**config.mk**
```make
export PLATFORM = sky130hd
export DESIGN_NAME = mfpcpg_top
export DESIGN_NICKNAME = d
export VERILOG_FILES = /design/src/hw/mfpcpg_pkg.sv /design/src/hw/mfpcpg_seq_if.sv /design/src/hw/mfpcpg_top.sv /design/src/hw/mfpcpg_prebias.sv
export SDC_FILE = /design/constraint.sdc
export NUM_CORES = 1
export LEC_CHECK = 0
export ABC_AREA = 1
export BUFFER_PORTS_ARGS = -buffer_cell sky130_fd_sc_hd__buf_2
export CAP_MARGIN = 15
export CELL_PAD_IN_SITES_DETAIL_PLACEMENT = 1
export CELL_PAD_IN_SITES_GLOBAL_PLACEMENT = 1
export CORE_MARGIN = 3
export CORE_UTILIZATION = 36
export CTS_CLUSTER_SIZE = 20
export DETAILED_ROUTE_END_ITERATION = 8
export GPL_TIMING_DRIVEN = 0
export PLACE_DENSITY_LB_ADDON = 0.1
export SYNTH_ARGS = -nofsm -noshare
export SYNTH_HDL_FRONTEND = slang
export SYNTH_SLANG_ARGS = --single-unit
```
**constraint.sdc**
```tcl
create_clock -name mclk_i -period 4.5 [get_ports mclk_i]
set_input_delay 0.9 -clock mclk_i [delete_from_list [all_inputs] [get_ports mclk_i]]
set_output_delay 0.9 -clock mclk_i [all_outputs]
set_load 0.005 [all_outputs]
```
**src/hw/mfpcpg_pkg.sv**
```systemverilog
// Constants for the pin configuration and power-good block.
// Assumes a 20 MHz controller clock; command codes are the bus command bytes.
package mfpcpg_pkg;

	////////////////////////////////////////////////////////////////////////////
	// Command codes
	localparam logic [7:0] CMD_ON_OFF_CONFIG = 8'h02;
	localparam logic [7:0] CMD_CLEAR_FAULTS  = 8'h03;
	localparam logic [7:0] CMD_STORE_DEFAULT = 8'h11;
	localparam logic [7:0] CMD_STORE_USER    = 8'h15;
	localparam logic [7:0] CMD_FREQ         = 8'h33;
	localparam logic [7:0] CMD_SINK_LIMIT    = 8'h66;
	localparam logic [7:0] CMD_STATUS_WORD   = 8'h79;
	localparam logic [7:0] CMD_PG_POLARITY   = 8'hD0;
	localparam logic [7:0] CMD_PIN_CONFIG    = 8'hF9;

	////////////////////////////////////////////////////////////////////////////
	// Pin configuration fields
	localparam int PIN_MODE_HI = 7;
	localparam int PIN_MODE_LO = 6;
	localparam int PIN_PG_HIZ  = 5;
	localparam int PIN_TRACK   = 4;
	localparam int PIN_EXTREF  = 3;
	localparam int PIN_PG_EN   = 2;
	localparam int PIN_RSVD    = 1;
	localparam int PIN_PULL_EN = 0;
	localparam logic [7:0] PIN_RST_STANDALONE = 8'h04;
	localparam logic [7:0] PIN_RST_DROOP      = 8'h86;

	// On/off configuration fields; polarity 1 means active high
	localparam int ONOFF_CTRL_EN = 2;
	localparam int ONOFF_POL     = 1;
	localparam logic [7:0] ONOFF_RST = 8'h00;

	// Power-good polarity; 0 means active low
	localparam logic PG_POL_RST = 1'b0;

	// Switching frequency in kHz
	localparam logic [15:0] FREQ_RST = 16'h008C;
	localparam logic [15:0] FREQ_MIN = 16'h007D;
	localparam logic [15:0] FREQ_MAX = 16'h0096;

	// Sink time limit in milliseconds
	localparam logic [15:0] SINK_LIMIT_RST = 16'h0005;

	// Status word bits
	localparam int ST_INVALID   = 0;
	localparam int ST_PG        = 1;
	localparam int ST_SINK_TOUT = 2;
	localparam int ST_STORING   = 3;
	localparam int ST_BOOT_USER = 4;

	////////////////////////////////////////////////////////////////////////////
	// Timing: one millisecond tick
	localparam int CLK_NS      = 50;
	localparam int TICK_NS     = 1000000;
	localparam int TICK_CYCLES = TICK_NS / CLK_NS;

	////////////////////////////////////////////////////////////////////////////
	// State machines
	typedef enum logic [3:0] {
		B_RESET = 4'b0001,
		B_LOAD  = 4'b0010,
		B_RUN   = 4'b0100,
		B_STORE = 4'b1000
	} mfpcpg_boot_t;

	typedef enum logic [3:0] {
		P_IDLE = 4'b0001,
		P_UP   = 4'b0010,
		P_DOWN = 4'b0100,
		P_DONE = 4'b1000
	} mfpcpg_seq_t;

endpackage : mfpcpg_pkg

```
**src/hw/mfpcpg_seq_if.sv**
```systemverilog
// Signals between the configuration block and its start-up sequencer.
// Assumes both ends run on the same controller clock.
interface mfpcpg_seq_if;
	logic        start;
	logic        above;
	logic        ramp_done;
	logic        tick;
	logic [15:0] limit;
	logic        ramp_up;
	logic        ramp_down;
	logic        sink_en;
	logic        timeout;

	modport ctl (output start, above, ramp_done, tick, limit,
		input ramp_up, ramp_down, sink_en, timeout);
	modport seq (input start, above, ramp_done, tick, limit,
		output ramp_up, ramp_down, sink_en, timeout);
endinterface : mfpcpg_seq_if

```
**src/hw/mfpcpg_top.sv**
```systemverilog
// Pin configuration, power-good, settings boot/store and start-up control.
// Assumes an upstream bus engine handing over decoded commands, an NVM
// controller on this clock, and analog status pins from other domains.

// What this block does
// Power-good flag set only when output in tolerance and no fault.
// Power-good output resets active low, push-pull; both changeable by bus.
// Config bit 5 selects push-pull or high impedance while active.
// Config bits 7:6 select stand-alone 00 or droop share 10.
// Config bit 2 enables the power-good output pin.
// Config bit 0 enables pull on remote input, up when active low.
// Reserved bit 1 reads 1 in droop share, 0 in stand-alone.
// No tracking or external reference; those bits stay zero.
// Config resets to 0x04 stand-alone or 0x86 droop-share variant.
// Host uses high-impedance drive when power-good pins are paralleled.
// Boot loads user set if present, else factory set.
// User area ships empty, so first boot uses factory set.
// Store-user copies working settings to storage for next power cycle.
// Store-factory command is write protected.
// Pre-bias start below target never sinks; it ramps up.
// Above target it ramps down, sinking only for the limit time.
// Switching frequency resets to 140 kHz, settable from 125 to 150.
// Remote input disabled and floating by default; polarity from on/off config.
// Unsupported modes or tracking/reference bits are refused and flagged invalid.
module mfpcpg_top #(
	parameter bit DROOP_VARIANT = 1'b0,
	parameter int TICK_CYCLES   = mfpcpg_pkg::TICK_CYCLES
) (
	input  wire logic        mclk_i,
	input  wire logic        sys_rst_i,
	input  wire logic        cmd_valid_i,
	input  wire logic        cmd_write_i,
	input  wire logic [7:0]  cmd_code_i,
	input  wire logic [15:0] cmd_wdata_i,
	output logic             rsp_valid_o,
	output logic             rsp_err_o,
	output logic [15:0]      rsp_rdata_o,
	input  wire logic        user_area_valid_i,
	output logic             load_req_o,
	output logic             load_user_o,
	input  wire logic        load_done_i,
	input  wire logic [7:0]  nvm_pin_cfg_i,
	input  wire logic [7:0]  nvm_onoff_i,
	input  wire logic [15:0] nvm_freq_i,
	input  wire logic [15:0] nvm_sink_i,
	input  wire logic        nvm_pg_pol_i,
	output logic             store_req_o,
	input  wire logic        store_done_i,
	input  wire logic        vout_in_tol_i,
	input  wire logic        fault_i,
	input  wire logic        out_enable_i,
	input  wire logic        prebias_above_i,
	input  wire logic        ramp_done_i,
	input  wire logic        sec_remote_i,
	output logic [7:0]       pin_cfg_o,
	output logic [7:0]       onoff_cfg_o,
	output logic [15:0]      freq_khz_o,
	output logic [15:0]      sink_limit_o,
	output logic             pg_pol_o,
	output logic             pg_o,
	output logic             pg_oe_o,
	output logic             remote_pull_en_o,
	output logic             remote_pull_up_o,
	output logic             remote_run_o,
	output logic             ramp_up_o,
	output logic             ramp_down_o,
	output logic             sink_en_o
);
	localparam int         TW      = $clog2(TICK_CYCLES + 1);
	localparam logic [7:0] PIN_RST = DROOP_VARIANT ? mfpcpg_pkg::PIN_RST_DROOP
		: mfpcpg_pkg::PIN_RST_STANDALONE;

	mfpcpg_pkg::mfpcpg_boot_t boot_st;
	logic [5:0]               s1, s2, s3, filt;
	logic [TW-1:0]            tick_cnt;
	logic                     tick;
	logic                     pg_flag;
	logic                     invalid, sink_tout, boot_user;
	logic                     wr, rd, pin_bad, freq_bad, clr;
	logic [7:0]               wd8;
	logic [15:0]              next_rdata;
	logic                     next_err;
	mfpcpg_seq_if             sq ();

	////////////////////////////////////////////////////////////////////////////
	// Pin synchronisers: accept a change only once stages two and three agree
	always_ff @(posedge mclk_i or posedge sys_rst_i) begin
		if (sys_rst_i) begin
			s1   <= 6'h00;
			s2   <= 6'h00;
			s3   <= 6'h00;
			filt <= 6'h00;
		end else begin
			s1   <= {sec_remote_i, ramp_done_i, prebias_above_i, out_enable_i,
				fault_i, vout_in_tol_i};
			s2   <= s1;
			s3   <= s2;
			filt <= (s2 & s3) | (filt & (s2 ^ s3));
		end
	end

	// One millisecond tick for the sink timer
	always_ff @(posedge mclk_i or posedge sys_rst_i) begin
		if (sys_rst_i) begin
			tick_cnt <= '0;
			tick     <= 1'b0;
		end else begin
			tick     <= (tick_cnt == TW'(TICK_CYCLES - 1));
			tick_cnt <= (tick_cnt == TW'(TICK_CYCLES - 1)) ? '0 : tick_cnt + TW'(1);
		end
	end

	////////////////////////////////////////////////////////////////////////////
	// Command decode; everything is refused until the boot load completes
	assign wd8      = cmd_wdata_i[7:0];
	assign wr       = cmd_valid_i && cmd_write_i && boot_st == mfpcpg_pkg::B_RUN;
	assign rd       = cmd_valid_i && !cmd_write_i && boot_st == mfpcpg_pkg::B_RUN;
	// bad mode or unsupported bits
	assign pin_bad  = wd8[mfpcpg_pkg::PIN_MODE_LO] || wd8[mfpcpg_pkg::PIN_TRACK]
		|| wd8[mfpcpg_pkg::PIN_EXTREF];
	assign freq_bad = cmd_wdata_i < mfpcpg_pkg::FREQ_MIN || cmd_wdata_i > mfpcpg_pkg::FREQ_MAX;
	assign clr      = wr && cmd_code_i == mfpcpg_pkg::CMD_CLEAR_FAULTS;

	// Boot load, then store on request
	always_ff @(posedge mclk_i or posedge sys_rst_i) begin
		if (sys_rst_i) begin
			boot_st     <= mfpcpg_pkg::B_RESET;
			load_req_o  <= 1'b0;
			load_user_o <= 1'b0;
			store_req_o <= 1'b0;
			boot_user   <= 1'b0;
		end else begin
			case (boot_st)
				mfpcpg_pkg::B_RESET: begin
					// empty user area falls back to factory
					boot_st     <= mfpcpg_pkg::B_LOAD;
					load_req_o  <= 1'b1;
					load_user_o <= user_area_valid_i;
					boot_user   <= user_area_valid_i;
				end
				mfpcpg_pkg::B_LOAD: begin
					if (load_done_i) begin
						boot_st    <= mfpcpg_pkg::B_RUN;
						load_req_o <= 1'b0;
					end
				end
				mfpcpg_pkg::B_RUN: begin
					// store working set
					if (wr && cmd_code_i == mfpcpg_pkg::CMD_STORE_USER) begin
						boot_st     <= mfpcpg_pkg::B_STORE;
						store_req_o <= 1'b1;
					end
				end
				mfpcpg_pkg::B_STORE: begin
					if (store_done_i) begin
						boot_st     <= mfpcpg_pkg::B_RUN;
						store_req_o <= 1'b0;
					end
				end
				default: boot_st <= mfpcpg_pkg::B_RESET;
			endcase
		end
	end

	////////////////////////////////////////////////////////////////////////////
	// Pin configuration register; reserved bit follows the mode
	always_ff @(posedge mclk_i or posedge sys_rst_i) begin
		if (sys_rst_i) begin
			// variant reset value
			pin_cfg_o <= PIN_RST;
		end else if (boot_st == mfpcpg_pkg::B_LOAD && load_done_i) begin
			// a corrupt stored byte cannot enable unsupported functions
			pin_cfg_o <= {nvm_pin_cfg_i[7], 1'b0, nvm_pin_cfg_i[5], 2'b00,
				nvm_pin_cfg_i[2], nvm_pin_cfg_i[7], nvm_pin_cfg_i[0]};
		end else if (wr && cmd_code_i == mfpcpg_pkg::CMD_PIN_CONFIG && !pin_bad) begin
			// mode and reserved bit
			pin_cfg_o <= {wd8[7:2], wd8[mfpcpg_pkg::PIN_MODE_HI], wd8[0]};
		end
	end

	// Other working settings
	always_ff @(posedge mclk_i or posedge sys_rst_i) begin
		if (sys_rst_i) begin
			// defaults
			onoff_cfg_o  <= mfpcpg_pkg::ONOFF_RST;
			freq_khz_o   <= mfpcpg_pkg::FREQ_RST;
			sink_limit_o <= mfpcpg_pkg::SINK_LIMIT_RST;
			pg_pol_o     <= mfpcpg_pkg::PG_POL_RST;
		end else if (boot_st == mfpcpg_pkg::B_LOAD && load_done_i) begin
			onoff_cfg_o  <= nvm_onoff_i;
			freq_khz_o   <= (nvm_freq_i < mfpcpg_pkg::FREQ_MIN || nvm_freq_i > mfpcpg_pkg::FREQ_MAX)
				? mfpcpg_pkg::FREQ_RST : nvm_freq_i;
			sink_limit_o <= nvm_sink_i;
			pg_pol_o     <= nvm_pg_pol_i;
		end else if (wr) begin
			if (cmd_code_i == mfpcpg_pkg::CMD_ON_OFF_CONFIG) onoff_cfg_o <= wd8;
			// range checked
			if (cmd_code_i == mfpcpg_pkg::CMD_FREQ && !freq_bad) freq_khz_o <= cmd_wdata_i;
			if (cmd_code_i == mfpcpg_pkg::CMD_SINK_LIMIT) sink_limit_o <= cmd_wdata_i;
			if (cmd_code_i == mfpcpg_pkg::CMD_PG_POLARITY) pg_pol_o <= cmd_wdata_i[0];
		end
	end

	// Sticky status; a new event in the clearing cycle wins
	always_ff @(posedge mclk_i or posedge sys_rst_i) begin
		if (sys_rst_i) begin
			invalid   <= 1'b0;
			sink_tout <= 1'b0;
		end else begin
			// refused data
			invalid   <= (wr && ((cmd_code_i == mfpcpg_pkg::CMD_PIN_CONFIG && pin_bad)
				|| (cmd_code_i == mfpcpg_pkg::CMD_FREQ && freq_bad)
				|| cmd_code_i == mfpcpg_pkg::CMD_STORE_DEFAULT)) || (invalid && !clr);
			sink_tout <= sq.timeout || (sink_tout && !clr);
		end
	end

	////////////////////////////////////////////////////////////////////////////
	// Read data and refusal
	always_comb begin
		next_rdata = 16'h0000;
		next_err   = 1'b0;
		case (cmd_code_i)
			mfpcpg_pkg::CMD_PIN_CONFIG:    next_rdata = {8'h00, pin_cfg_o};
			mfpcpg_pkg::CMD_ON_OFF_CONFIG: next_rdata = {8'h00, onoff_cfg_o};
			mfpcpg_pkg::CMD_FREQ:         next_rdata = freq_khz_o;
			mfpcpg_pkg::CMD_SINK_LIMIT:    next_rdata = sink_limit_o;
			mfpcpg_pkg::CMD_PG_POLARITY:   next_rdata = {15'h0000, pg_pol_o};
			mfpcpg_pkg::CMD_STATUS_WORD: begin
				next_rdata[mfpcpg_pkg::ST_INVALID]   = invalid;
				next_rdata[mfpcpg_pkg::ST_PG]        = pg_flag;
				next_rdata[mfpcpg_pkg::ST_SINK_TOUT] = sink_tout;
				next_rdata[mfpcpg_pkg::ST_STORING]   = store_req_o;
				next_rdata[mfpcpg_pkg::ST_BOOT_USER] = boot_user;
				next_err = cmd_write_i;
			end
			mfpcpg_pkg::CMD_CLEAR_FAULTS, mfpcpg_pkg::CMD_STORE_USER:
				next_err = !cmd_write_i;
			// never copies into the factory area
			mfpcpg_pkg::CMD_STORE_DEFAULT: next_err = 1'b1;
			default: next_err = 1'b1;
		endcase
		if (boot_st != mfpcpg_pkg::B_RUN) next_err = 1'b1;
		if (cmd_write_i) begin
			next_rdata = 16'h0000;
			if (cmd_code_i == mfpcpg_pkg::CMD_PIN_CONFIG && pin_bad) next_err = 1'b1;
			if (cmd_code_i == mfpcpg_pkg::CMD_FREQ && freq_bad) next_err = 1'b1;
		end
	end

	always_ff @(posedge mclk_i or posedge sys_rst_i) begin
		if (sys_rst_i) begin
			rsp_valid_o <= 1'b0;
			rsp_err_o   <= 1'b0;
			rsp_rdata_o <= 16'h0000;
		end else begin
			rsp_valid_o <= cmd_valid_i;
			rsp_err_o   <= cmd_valid_i && next_err;
			rsp_rdata_o <= (rd && !next_err) ? next_rdata : 16'h0000;
		end
	end

	////////////////////////////////////////////////////////////////////////////
	// Power-good flag and pin; active level comes from the polarity setting
	always_ff @(posedge mclk_i or posedge sys_rst_i) begin
		if (sys_rst_i) begin
			pg_flag <= 1'b0;
			pg_o    <= 1'b1;
			pg_oe_o <= 1'b0;
		end else begin
			// tolerance and no fault
			pg_flag <= filt[0] && !filt[1];
			// polarity
			pg_o    <= pg_flag ? pg_pol_o : !pg_pol_o;
			// drive mode and enable
			pg_oe_o <= pin_cfg_o[mfpcpg_pkg::PIN_PG_EN]
				&& !(pin_cfg_o[mfpcpg_pkg::PIN_PG_HIZ] && pg_flag);
		end
	end

	// Secondary remote input pull and run request
	always_ff @(posedge mclk_i or posedge sys_rst_i) begin
		if (sys_rst_i) begin
			remote_pull_en_o <= 1'b0;
			remote_pull_up_o <= 1'b0;
			remote_run_o     <= 1'b1;
		end else begin
			// pull opposite the active level
			remote_pull_en_o <= pin_cfg_o[mfpcpg_pkg::PIN_PULL_EN];
			remote_pull_up_o <= !onoff_cfg_o[mfpcpg_pkg::ONOFF_POL];
			// ignored while disabled
			remote_run_o     <= !onoff_cfg_o[mfpcpg_pkg::ONOFF_CTRL_EN]
				|| (filt[5] == onoff_cfg_o[mfpcpg_pkg::ONOFF_POL]);
		end
	end

	////////////////////////////////////////////////////////////////////////////
	// Start-up sequencer
	assign sq.start     = filt[2];
	assign sq.above     = filt[3];
	assign sq.ramp_done = filt[4];
	assign sq.tick      = tick;
	assign sq.limit     = sink_limit_o;
	assign ramp_up_o    = sq.ramp_up;
	assign ramp_down_o  = sq.ramp_down;
	assign sink_en_o    = sq.sink_en;

	mfpcpg_prebias u_prebias (
		.mclk_i    (mclk_i),
		.sys_rst_i (sys_rst_i),
		.sq        (sq.seq)
	);
endmodule : mfpcpg_top

```
**src/hw/mfpcpg_prebias.sv**
```systemverilog
// Pre-bias start-up sequencer: picks ramp direction and bounds sinking.
// Assumes start, above and ramp_done are already synchronised; tick is 1 ms.
module mfpcpg_prebias (
	input  wire logic mclk_i,
	input  wire logic sys_rst_i,
	mfpcpg_seq_if.seq sq
);
	mfpcpg_pkg::mfpcpg_seq_t st;
	logic [15:0]             sink_ms;
	logic                    start_q;

	////////////////////////////////////////////////////////////////////////////
	// Start edge detect
	always_ff @(posedge mclk_i or posedge sys_rst_i) begin
		if (sys_rst_i) start_q <= 1'b0;
		else start_q <= sq.start;
	end

	// direction and sink control
	always_ff @(posedge mclk_i or posedge sys_rst_i) begin
		if (sys_rst_i) begin
			st           <= mfpcpg_pkg::P_IDLE;
			sq.ramp_up   <= 1'b0;
			sq.ramp_down <= 1'b0;
			sq.sink_en   <= 1'b0;
			sq.timeout   <= 1'b0;
			sink_ms      <= 16'h0000;
		end else begin
			sq.timeout <= 1'b0;
			case (st)
				mfpcpg_pkg::P_IDLE: begin
					sink_ms <= 16'h0000;
					if (sq.start && !start_q) begin
						// Below target: ramp up, never sink
						st           <= sq.above ? mfpcpg_pkg::P_DOWN : mfpcpg_pkg::P_UP;
						sq.ramp_up   <= !sq.above;
						sq.ramp_down <= sq.above;
						sq.sink_en   <= sq.above && (sq.limit != 16'h0000);
					end
				end
				mfpcpg_pkg::P_UP: begin
					if (!sq.start || sq.ramp_done) begin
						st         <= sq.start ? mfpcpg_pkg::P_DONE : mfpcpg_pkg::P_IDLE;
						sq.ramp_up <= 1'b0;
						sq.sink_en <= sq.start;
					end
				end
				mfpcpg_pkg::P_DOWN: begin
					// Tick phase is free, so the sink window is limit-1 to limit ms
					if (sq.sink_en && sq.tick) begin
						sink_ms <= sink_ms + 16'h0001;
						if (sink_ms + 16'h0001 >= sq.limit) begin
							sq.sink_en <= 1'b0;
							sq.timeout <= 1'b1;
						end
					end
					if (!sq.start || sq.ramp_done) begin
						st           <= sq.start ? mfpcpg_pkg::P_DONE : mfpcpg_pkg::P_IDLE;
						sq.ramp_down <= 1'b0;
						sq.sink_en   <= sq.start;
					end
				end
				mfpcpg_pkg::P_DONE: begin
					// Normal regulation after the start-up ramp
					if (!sq.start) begin
						st         <= mfpcpg_pkg::P_IDLE;
						sq.sink_en <= 1'b0;
					end
				end
				default: begin
					st           <= mfpcpg_pkg::P_IDLE;
					sq.ramp_up   <= 1'b0;
					sq.ramp_down <= 1'b0;
					sq.sink_en   <= 1'b0;
				end
			endcase
		end
	end
endmodule : mfpcpg_prebias

```
==> results.md, run 1 <==
- Status: complete, no violations
- Critical path class: reg2reg
- Final worst-path cycle share: 0.642
- Register Area: 3670 sq um
- CTS root buf: clkbuf_16
- CP bufs+invs: 0
- Cell taking the most area after synthesis: dfrtp_1
- Via count: roughly 6.7k
- Synth Cell Area: between 7000 and 8000 sq um
- # IOs: ~160
- Max VDD drop: ~0.26 mV
- Area contributors post-synth: dfrtp_1 46%, nand2_1 10%, inv_1 6.8%
- Nets: 1183
- Layout cells sized above 1: 0.237
- Critical Path Max Stage Delay: roughly 0.43 ns
- # port buffers: between 150 and 200
- Sw frac: 0.362
- Largest net degree at the start of global routing: 40
- Post-CTS Setup Inserts: 0
- Seq pwr share: 0.398
- First-pass GRT wire length: around 38000 um
- Final slew viol count: 0
- Initial antenna violation count: 3
- Fill cells: between 2k and 2.5k
- DR pass1 iterations: 4
- Cell-internal power: around 3.1 mW
- Hold_buf cts: 0
- PwrDens: approximately 520 nW/um^2
- Crit-path leading delay family: simple AND/OR/NAND/NOR gates
- Worst slew pin tran: around 0.65 ns
- Die area: ~22000 sq um
- Fin Hold WS: 0.350 ns
- Mapped Cells: 891
- Per-cell routed wire length: around 18 um
- GR Util All Layers: 0.224
- Post-synth top area share: 0.458
- Vias in the first global route: ~7k
- Synth warn: 0
- TritonCTS clock tree: yes
- CTS Buffer Depth: 2
- Starting DRC count in detailed routing: approximately 260
- DRC Markers: 0
- Synth cell types: 50
- Die height: ~150 um
- Worst-path clk slew: 0.07 ns
- Setup Viol. Count Final: 0
- Startpoint types: flip-flop
- Max Fanout on Critical Path: 5
- Clock skew: around 0.0088 ns
- Combinational Power Share: 0.275
- Syn_area_per_cell: between 8 and 9 sq um
- Synth Register Bits: around 150
- H-tree Lvls: 4
- Crit path required time: just under 5 ns
- Slew HR: 0.561
- Leakage power: 4.87 nW
- Site Rows: a little over 50
- Multi-input combinational cell area: around 3100 sq um
- DRT Wirelength: ~24000 um
- Crit path cell chain: ha_1 -> nand2_1 -> nor2_1 -> nand2_1 -> nor2_1 -> nand3_1 -> nor2_1 -> nand2_1 -> and2_1 -> ha_1 -> nand2_1 -> o21ai_0 -> nor2_1 -> nand3_1 -> nand2_1 -> nand2_1 -> nand2_1 -> nand2_1
- Area Growth Syn to Fin: 24.9%
- CP max stage cell: dfrtp_1
- Total gr overflow: 0
- Psw: roughly 1.7 mW
- Num CTS Buffers: 17
- Syn Nets: about 1k
- Post_cts resized: 0
- Core ar.: just under 20000 sq um
- RSZ-0062 raised after global routing: false
- Critical path arrival: between 3 and 4 ns
- Final TNS setup: 0 ns
- Final ANT Viol Nets: 0
- HPWL Detailed: 19000 um
- Register area share after synthesis: 0.493
- Fmax: 346 MHz
- Initial Util: 0.375
- Die width: 150 um
- Clk sinks: roughly 150
- Vias per inst: a little under 5
- Final Critical Period: about 2.9 ns
- CP endpoint kind: flip-flop
- Final GP Congestion: 0.857
- Hold Violations, Final: 0
- Clock share of power: 0.327
- Worst hold path class: reg2reg
- Max cap viols: 0
- Cell mode on critical path: nand2_1
- Clk_lat worst skew: 0.43 ns
[layout make-up]
class | instances | share of cell area
sequential | 146 | 0.395
buffer | 16 | 0.0128
multi-input combinational | 588 | 0.335
clock inverter | 15 | 0.0228
tap | 265 | 0.0357
clock buffer | 17 | 0.0458
inverter | 141 | 0.0585
timing repair buffer | 163 | 0.0944
antenna | 1 | 0.000270
[metrics by stage]
stage,utilization,cells,cell area [sq um],power (mW),setup slack [ns]
2_1_floorplan,-,891,7440,2.57,1.78
3_3_place_gp,0.431,1315,8560,3.21,0.652
3_5_place_dp,0.436,1319,8640,3.26,1.62
4_1_cts,0.468,1351,9280,4.84,1.59
5_1_grt,0.468,1352,9280,5.10,1.32
6_report,0.468,1352,9280,4.79,1.61
[metal layers]
metal | up-vias | global-route usage | part of all wire
met5 | - | 0 | 0.00099
met4 | 4 | 0.0485 | 0.012
met3 | 25 | 0.0548 | 0.059
met2 | 165 | 0.353 | 0.46
met1 | 3255 | 0.315 | 0.47
li1 | 3244 | - | -
[synthesized netlist by cell type, drive strengths merged]
master,n
o21ai,36
a21o,8
a31oi,12
a21oi,17
o2111a,1
a22oi,1
a32o,1
ha,24
o21bai,1
nand3,50
buf,14
a21boi,1
o22ai,19
nor4,4
a22o,1
nor2,120
and2,2
or2,4
nand2,213
clkinv,1
o211ai,15
a211oi,1
clkbuf,2
o31ai,2
xnor2,2
inv,140
nand3b,1
nor3,16
dfstp,10
xor2,12
dfrtp,136
nand4,23
o221ai,1
[cell families after synthesis]
logic type,synth area share
flip-flops,0.493
XOR/XNOR,0.0165
adder cells (fa/ha/maj),0.0404
buffers and inverters,0.0886
AND/OR/NAND/NOR,0.264
AO/OA/AOI/OAI,0.0975
[power by group through the flow]
stage | logic, mW | clock network [mW] | registers, mW
3_3_place_gp | 1.29 | 0 | 1.92
4_1_cts | 1.34 | 1.60 | 1.90
2_1_floorplan | 0.704 | 0 | 1.86
5_1_grt | 1.50 | 1.66 | 1.94
6_report | 1.32 | 1.56 | 1.90
3_5_place_dp | 1.33 | 0 | 1.93
[cell usage in the layout (no fill, tap or decap), types with 15 or more instances in the layout]
cell type  instances
nand2_1          207
buf_2            164
dfrtp_1          136
inv_1            134
nor2_1           108
nand3_1           47
o21ai_0           32
ha_1              24
nand4_1           22
o22ai_1           19
a21oi_1           17
clkbuf_16         17
o211ai_1          15
[final timing paths]
path / from / to / slack, ns / cells past startpoint
max: u_prebias.sink_ms[0]$_DFFE_PP0P_ / u_prebias.sq.sink_en$_DFFE_PP0P_ / 1.61 / 18
min: s1[4]$_DFF_PP0_ / s2[4]$_DFF_PP0_ / 0.35 / 0
max reg2reg: u_prebias.sink_ms[0]$_DFFE_PP0P_ / u_prebias.sq.sink_en$_DFFE_PP0P_ / 1.61 / 18
min reg2reg: s1[4]$_DFF_PP0_ / s2[4]$_DFF_PP0_ / 0.35 / 0
max in group asynchronous: sys_rst_i / remote_run_o$_DFF_PP1_ / 3.14 / 4
min in group asynchronous: sys_rst_i / boot_user$_DFFE_PP0P_ / 0.50 / 2
[sequential cells by signal (all words and copies together) (netlist names), 4 cells and up]
register and count:
pin_cfg_o 7, s2 6, filt 6, freq_khz_o 16, u_prebias.sink_ms 16, onoff_cfg_o 8, s1 6, rsp_rdata_o 16
u_prebias.st 4, s3 6, sink_limit_o 16, boot_st 4, tick_cnt 15
No activity file was read; power rests on OpenSTA's default activity.
==> run 2: changes to the inputs <==
ABC_AREA = 0   (was 1)
CORE_UTILIZATION = 42   (was 36)
clock period = 2.7 ns   (was 4.5 ns; I/O delays follow)
==> run 2 against run 1 <==
The flow now finishes with violations (setup timing). Sequential cell count stayed put. Clock power is 49% higher. Combinational power is 39% higher. Global-route usage is 1.9 points higher. Via count is 5.0% lower. Core utilization is 8.4 points higher. Synthesized area is 3.2% lower. Setup slack worse by 1.6 ns. Sequential share of layout area is 0.41 points higher. Maximum frequency is 7.0% higher. Sequential power is 61% higher. Critical path type unchanged. Largest power group unchanged.
==> results.md, run 2 <==
- CP endpoint kind: flip-flop
- Fin cells: approximately 1.1k
- Max cap viols: 0
- Final worst-path cycle share: 1.00
- Critical path class: reg2reg
- Hold Violations, Final: 0
- Via count: between 6k and 7k
- Max Fanout on Critical Path: 7
- Setup Viol. Count Final: 1
- Die width: 137 um
- Sw frac: 0.336
- Cell taking the most area after synthesis: dfrtp_1
- Post-synthesis simple-gate area fraction: 0.188
- Post-Synth Adder-Cell Area: 0.0417
- Num CTS Buffers: 17
- TritonCTS clock tree: yes
- Per-cell routed wire length: about 20 um
- Syn Nets: about 810
- Max VDD drop: 0.497 mV
- Seq pwr share: 0.424
- Die area: ~19000 sq um
- Fill cells: around 1.9k
- Combinational Power Share: 0.254
- Psw: between 2 and 2.5 mW
- Multi-input combinational cell area: ~3500 sq um
- Area contributors post-synth: dfrtp_1 47%, mux2i_1 4.7%, ha_1 4.2%
- Synth cell types: between 70 and 80
- GR Util All Layers: 0.244
- Layout cells sized above 1: 0.302
- Synth Cell Area: 7190 sq um
- Syn_area_per_cell: a little over 10 sq um
- # IOs: approximately 160
- CTS root buf: clkbuf_16
- Clock share of power: 0.322
- Mapped Cells: 695
- Post-route setup slack: -0.000662 ns
- Nets: about 1k
- Synth top cells by count: 136 x dfrtp_1, 80 x nand2_1, 45 x nor2_1, 45 x o21ai_0, 34 x mux2i_1
- First-pass GRT wire length: about 35000 um
- Post-synth ARST share: 1.00
- Starting DRC count in detailed routing: approximately 270
- Fin Hold WS: about 0.22 ns
- Core ar.: approximately 17000 sq um
- Final GP Congestion: ~0.93
- Clk_lat worst skew: approximately 0.42 ns
- DR pass1 iterations: 5
- Worst hold path class: in2async
- Startpoint types: flip-flop
- DRC Markers: 0
- Initial Util: 0.431
- Final ANT Viol Nets: 0
- Cell-internal power: roughly 4.8 mW
- PwrDens: 785 nW/um^2
- Synth warn: 0
- Synth Register Bits: between 100 and 150
- Slew HR: 0.357
- Die height: 137 um
- Vias per inst: 5.66
- # placed instances: around 1.1k
- Worst slew pin tran: approximately 0.96 ns
- Most common cell after layout, fill and taps aside: buf_2
- Largest net degree at the start of global routing: 44
- Hold_buf cts: 0
- Register Area: about 3700 sq um
- Worst reg2reg setup slack: -0.0007 ns
- Layout Utilization: 0.551
- Worst-path clk slew: roughly 0.060 ns
- Final slew viol count: 0
- Vias in the first global route: between 6k and 7k
- Post-synthesis compound-gate area fraction: 0.140
- Clock skew: 0.00892 ns
- ANT cells: 0
- CTS Buffer Depth: 2
- Fmax: 370 MHz
- Mux cell area share after synthesis: 0.0504
- Post-Synth XOR/XNOR Area: 0.0365
- Post-synth top area share: 0.473
- HPWL Detailed: roughly 17000 um
- Initial antenna violation count: 2
- Top_reg_cell synth: dfrtp_1
- Largest family of logic cells by synthesized area: simple AND/OR/NAND/NOR gates
- Count leader, synth: dfrtp_1
- # port buffers: 157
- FF-to-FF Start: u_prebias.sink_ms[10]$_DFFE_PP0P_
- H-tree Lvls: 4
- Final Critical Period: approximately 2.7 ns
- Status: finished with violations
- Crit path required time: ~3.0 ns
- Critical path arrival: roughly 3 ns
- RR Endpoint: u_prebias.sq.timeout$_DFF_PP0_
- DRT Wirelength: between 20000 and 25000 um
- Total gr overflow: 0
- Leakage power: around 4.5 nW
- Area Growth Syn to Fin: 28.0%
- Register area share after synthesis: 0.510
- RSZ-0062 raised after global routing: true
- Failing checks: setup timing
- Number of flops mapped to enable cells by yosys: 0
- Clk sinks: about 150
- Commonest non-fill, non-tap cells in the layout: 163 x buf_2, 129 x dfrtp_1, 78 x nand2_1, 44 x nor2_1, 43 x o21ai_0
- Site Rows: 47
- Worst R2R Path Depth: 11
- Place WS: -0.917 ns
## run 2: logic make-up (layout without fill, tap and decap cells)
logic type / count (synthesis) / count (layout)
simple gates: 254 / 254
mux: 36 / 36
fa+ha+maj: 24 / 24
compound gates: 151 / 151
xor+xnor: 30 / 30
buf+inv: 54 / 263
flops: 146 / 146
## run 2: repair_timing
| item | 4_1_cts | 5_1_grt |
|---|---|---|
| pin swaps | 6 | 7 |
| cloned | 0 | 0 |
| endpoints found under the setup margin | 2 | 2 |
| gates resized for setup | 25 | 16 |
| hold endpoints to repair | 0 | 0 |
| setup buffers | 9 | 8 |
## run 2: power by group through the flow
stage          combinational [mW]  clock (mW)  sequential (mW)
2_1_floorplan                1.02           0             2.96
3_3_place_gp                 1.70           0             3.08
3_5_place_dp                 1.80           0             3.09
4_1_cts                      1.83        2.37             3.05
5_1_grt                      2.06        2.47             3.11
6_report                     1.84        2.33             3.06
## run 2: worst max-delay path by stage
stage                                            from                             end  slack [ns]  cells after the start
floorplan            u_prebias.sink_ms[0]$_DFFE_PP0P_  u_prebias.sq.timeout$_DFF_PP0_        0.05                     11
global placement     u_prebias.sink_ms[0]$_DFFE_PP0P_  u_prebias.sq.timeout$_DFF_PP0_       -0.74                     11
detailed placement   u_prebias.sink_ms[0]$_DFFE_PP0P_  u_prebias.sq.timeout$_DFF_PP0_       -0.92                     11
CTS                  u_prebias.sink_ms[0]$_DFFE_PP0P_  u_prebias.sq.timeout$_DFF_PP0_       0.005                     11
global route         u_prebias.sink_ms[9]$_DFFE_PP0P_  u_prebias.sq.timeout$_DFF_PP0_       -0.13                     12
finish              u_prebias.sink_ms[10]$_DFFE_PP0P_  u_prebias.sq.timeout$_DFF_PP0_     -0.0007                     11
## run 2: area by class of cell
class | instances | share of cell area
timing repair buffer | 177 | 0.106
clock inverter | 11 | 0.0141
multi-input combinational | 495 | 0.375
clock buffer | 21 | 0.0489
tap | 220 | 0.0299
buffer | 29 | 0.0164
inverter | 25 | 0.0106
sequential | 146 | 0.399
## run 2: through the flow
| step | setup TNS [ns] | power [mW] | instance area (sq um) |
|---|---|---|---|
| after CTS | 0 | 7.25 | 9080 |
| after floorplan | 0 | 3.97 | 7200 |
| final | -0.000662 | 7.23 | 9210 |
| after global routing | -0.228 | 7.65 | 9210 |
| after global placement | -77.75 | 4.78 | 8260 |
| after detailed placement | -1.76 | 4.89 | 8320 |
## run 2: worst max-delay path, cell delays in order (launching register included)
cell and delay, ns:
dfrtp_1 0.50, nand2_1 0.20, nor2_1 0.31, nand3_1 0.20
xnor2_1 0.20, ha_1 0.26, nand4_1 0.14, buf_4 0.16
a211oi_4 0.05, a2111oi_4 0.25, o21ai_2 0.13, and2_1 0.17
## run 2: metal layers
metal  up-vias  global-route usage  share of wire
met3        43              0.0526          0.059
met4         4              0.0815          0.023
met2       201               0.412           0.50
met5         -                   0         0.0013
met1      3203               0.312           0.42
li1       2910                   -              -
==> run 3: changes to the inputs <==
TNS_END_PERCENT = 10   (was not set)
==> run 3 against run 2 <==
The run still ends with setup timing left. Clock skew fell by 0.0013 ns. Register-to-register slack got worse by 0.04 ns. Count of clock-buffer cells in the layout stayed put. Critical path type unchanged.
==> results.md, run 3 (synthesized netlist as in run 2, its figures left out) <==
- Crit path required time: about 3 ns
- Die height: roughly 140 um
- Via count: about 6.3k
- DRC Markers: 0
- First-pass GRT wire length: between 30000 and 40000 um
- PwrDens: 791 nW/um^2
- Clk_lat worst skew: between 0.4 and 0.5 ns
- Worst reg2reg setup slack: -0.04 ns
- Final slew viol count: 0
- Clk sinks: 146
- Nets: approximately 990
- Register Area: around 3700 sq um
- CP bufs+invs: 1
- Status: finished with violations
- Worst slew pin tran: 0.983 ns
- Final worst-path cycle share: 1.01
- Crit path cell chain: nand3_4 -> nor3_4 -> buf_4 -> nand2_1 -> xnor2_1 -> ha_1 -> a21oi_1 -> a211oi_2 -> a2111oi_4 -> o21ai_2 -> and2_1
- Worst R2R Path Depth: 11
- Fin cells: approximately 1.1k
- H-tree Lvls: 4
- Layout cells sized above 1: 0.289
- Crit-path leading delay family: compound AO/OA/AOI/OAI gates
- RSZ-0062 raised after global routing: true
- Final GP Congestion: 0.928
- Fill cells: 1927
- Fin Hold WS: about 0.22 ns
- # placed instances: 1075
- Total power: about 7 mW
- Max VDD drop: between 0.4 and 0.5 mV
- Fmax: roughly 370 MHz
- Setup Viol. Count Final: 1
- DRT Wirelength: roughly 23000 um
- Die area: 18700 sq um
- Max Fanout on Critical Path: 6
- RR Endpoint: u_prebias.sq.timeout$_DFF_PP0_
- Leakage power: roughly 4.4 nW
- Layout Utilization: 0.546
- Largest net degree at the start of global routing: 44
- CTS root buf: clkbuf_16
- # port buffers: around 160
- Per-cell routed wire length: approximately 20 um
- Final ANT Viol Nets: 0
- Startpoint types: flip-flop
- Area Growth Syn to Fin: 26.7%
- Commonest non-fill, non-tap cells in the layout: 163 x buf_2, 131 x dfrtp_1, 78 x nand2_1, 44 x nor2_1, 43 x o21ai_0
- Vias in the first global route: approximately 6.6k
- Most common cell after layout, fill and taps aside: buf_2
- CTS Buffer Depth: 2
- CP endpoint kind: flip-flop
- Hold Violations, Final: 0
- Initial antenna violation count: 2
- ANT cells: 0
- Die width: approximately 140 um
- Num CTS Buffers: 17
- GR Util All Layers: 0.244
- Multi-input combinational cell area: 3420 sq um
- Slew HR: 0.340
- Critical path arrival: roughly 3 ns
- Worst-path clk slew: around 0.06 ns
- DR pass1 iterations: 5
- Clock skew: ~0.0076 ns
- Worst hold path class: in2async
- Total gr overflow: 0
- TritonCTS clock tree: yes
- HPWL Detailed: ~17000 um
- Starting DRC count in detailed routing: between 200 and 250
- CP max stage cell: dfrtp_2
- Vias per inst: 5.65
- Critical path class: reg2reg
- Max cap viols: 0
- # IOs: between 150 and 200
- Core ar.: between 15000 and 20000 sq um
- Final Critical Period: approximately 2.7 ns
- Site Rows: 47
- Initial Util: 0.431
- Critical Path Max Stage Delay: 0.42 ns
- Post-route setup slack: -0.0365 ns
- Failing checks: setup timing
- FF-to-FF Start: u_prebias.sink_ms[3]$_DFFE_PP0P_
- Hold_buf cts: 0
[run 3: changes by cell type in the layout (fill, tap and decap cells not counted), moves of 2 or more]
cell     change
a21oi_1      +2
dfrtp_2      -2
a21oi_2      -2
dfrtp_1      +2
buf_4        -7
[run 3: power breakdown]
part | switching [mW] | internal, mW | leakage, nW
logic | 1.03 | 0.791 | 2.28
clock network | 0.935 | 1.39 | 0.270
registers | 0.440 | 2.62 | 1.86
total | 2.41 | 4.80 | 4.40
[run 3: worst max path at each step]
| stage | from | end | slack (ns) | cells after the start |
|---|---|---|---|---|
| 6_report | u_prebias.sink_ms[3]$_DFFE_PP0P_ | u_prebias.sq.timeout$_DFF_PP0_ | -0.04 | 11 |
| 5_1_grt | u_prebias.sink_ms[3]$_DFFE_PP0P_ | u_prebias.sq.timeout$_DFF_PP0_ | -0.15 | 11 |
| 4_1_cts | u_prebias.sink_ms[0]$_DFFE_PP0P_ | u_prebias.sq.timeout$_DFF_PP0_ | 0.005 | 11 |
| 3_5_place_dp | u_prebias.sink_ms[0]$_DFFE_PP0P_ | u_prebias.sq.timeout$_DFF_PP0_ | -0.92 | 11 |
| 3_3_place_gp | u_prebias.sink_ms[0]$_DFFE_PP0P_ | u_prebias.sq.timeout$_DFF_PP0_ | -0.74 | 11 |
| 2_1_floorplan | u_prebias.sink_ms[0]$_DFFE_PP0P_ | u_prebias.sq.timeout$_DFF_PP0_ | 0.05 | 11 |
[run 3: timing repair]
item                       in CTS  in global routing
pin swaps                       6                  5
cloned                          0                  0
buffers inserted                9                  1
hold endpoints to repair        0                  0
gates resized for setup        25                  7
setup endpoints to repair       2                  2
[run 3: cell type report]
| cell class | instances | area share |
|---|---|---|
| multi-input cells | 495 | 0.375 |
| inverters | 25 | 0.0107 |
| clock inverters | 11 | 0.0143 |
| flip-flops and latches | 146 | 0.403 |
| plain buffers | 29 | 0.0166 |
| repair buffers | 170 | 0.101 |
| well taps | 220 | 0.0302 |
| clock buffers | 21 | 0.0494 |
[run 3: layer usage]
layer / track usage / share of wire / vias up
li1: - / - / 2900
met1: 0.312 / 0.41 / 3168
met2: 0.412 / 0.50 / 197
met3: 0.0526 / 0.069 / 37
met4: 0.0815 / 0.021 / 4
met5: 0 / 0.0013 / -
[run 3: stage by stage]
| stage | setup TNS [ns] | worst slack (ns) | instance area (sq um) |
|---|---|---|---|
| after detailed placement | -1.76 | -0.917 | 8320 |
| after CTS | 0 | 0.00465 | 9080 |
| after floorplan | 0 | 0.0545 | 7200 |
| final | -0.0365 | -0.0365 | 9110 |
| after global routing | -0.255 | -0.154 | 9110 |
| after global placement | -77.75 | -0.740 | 8260 |
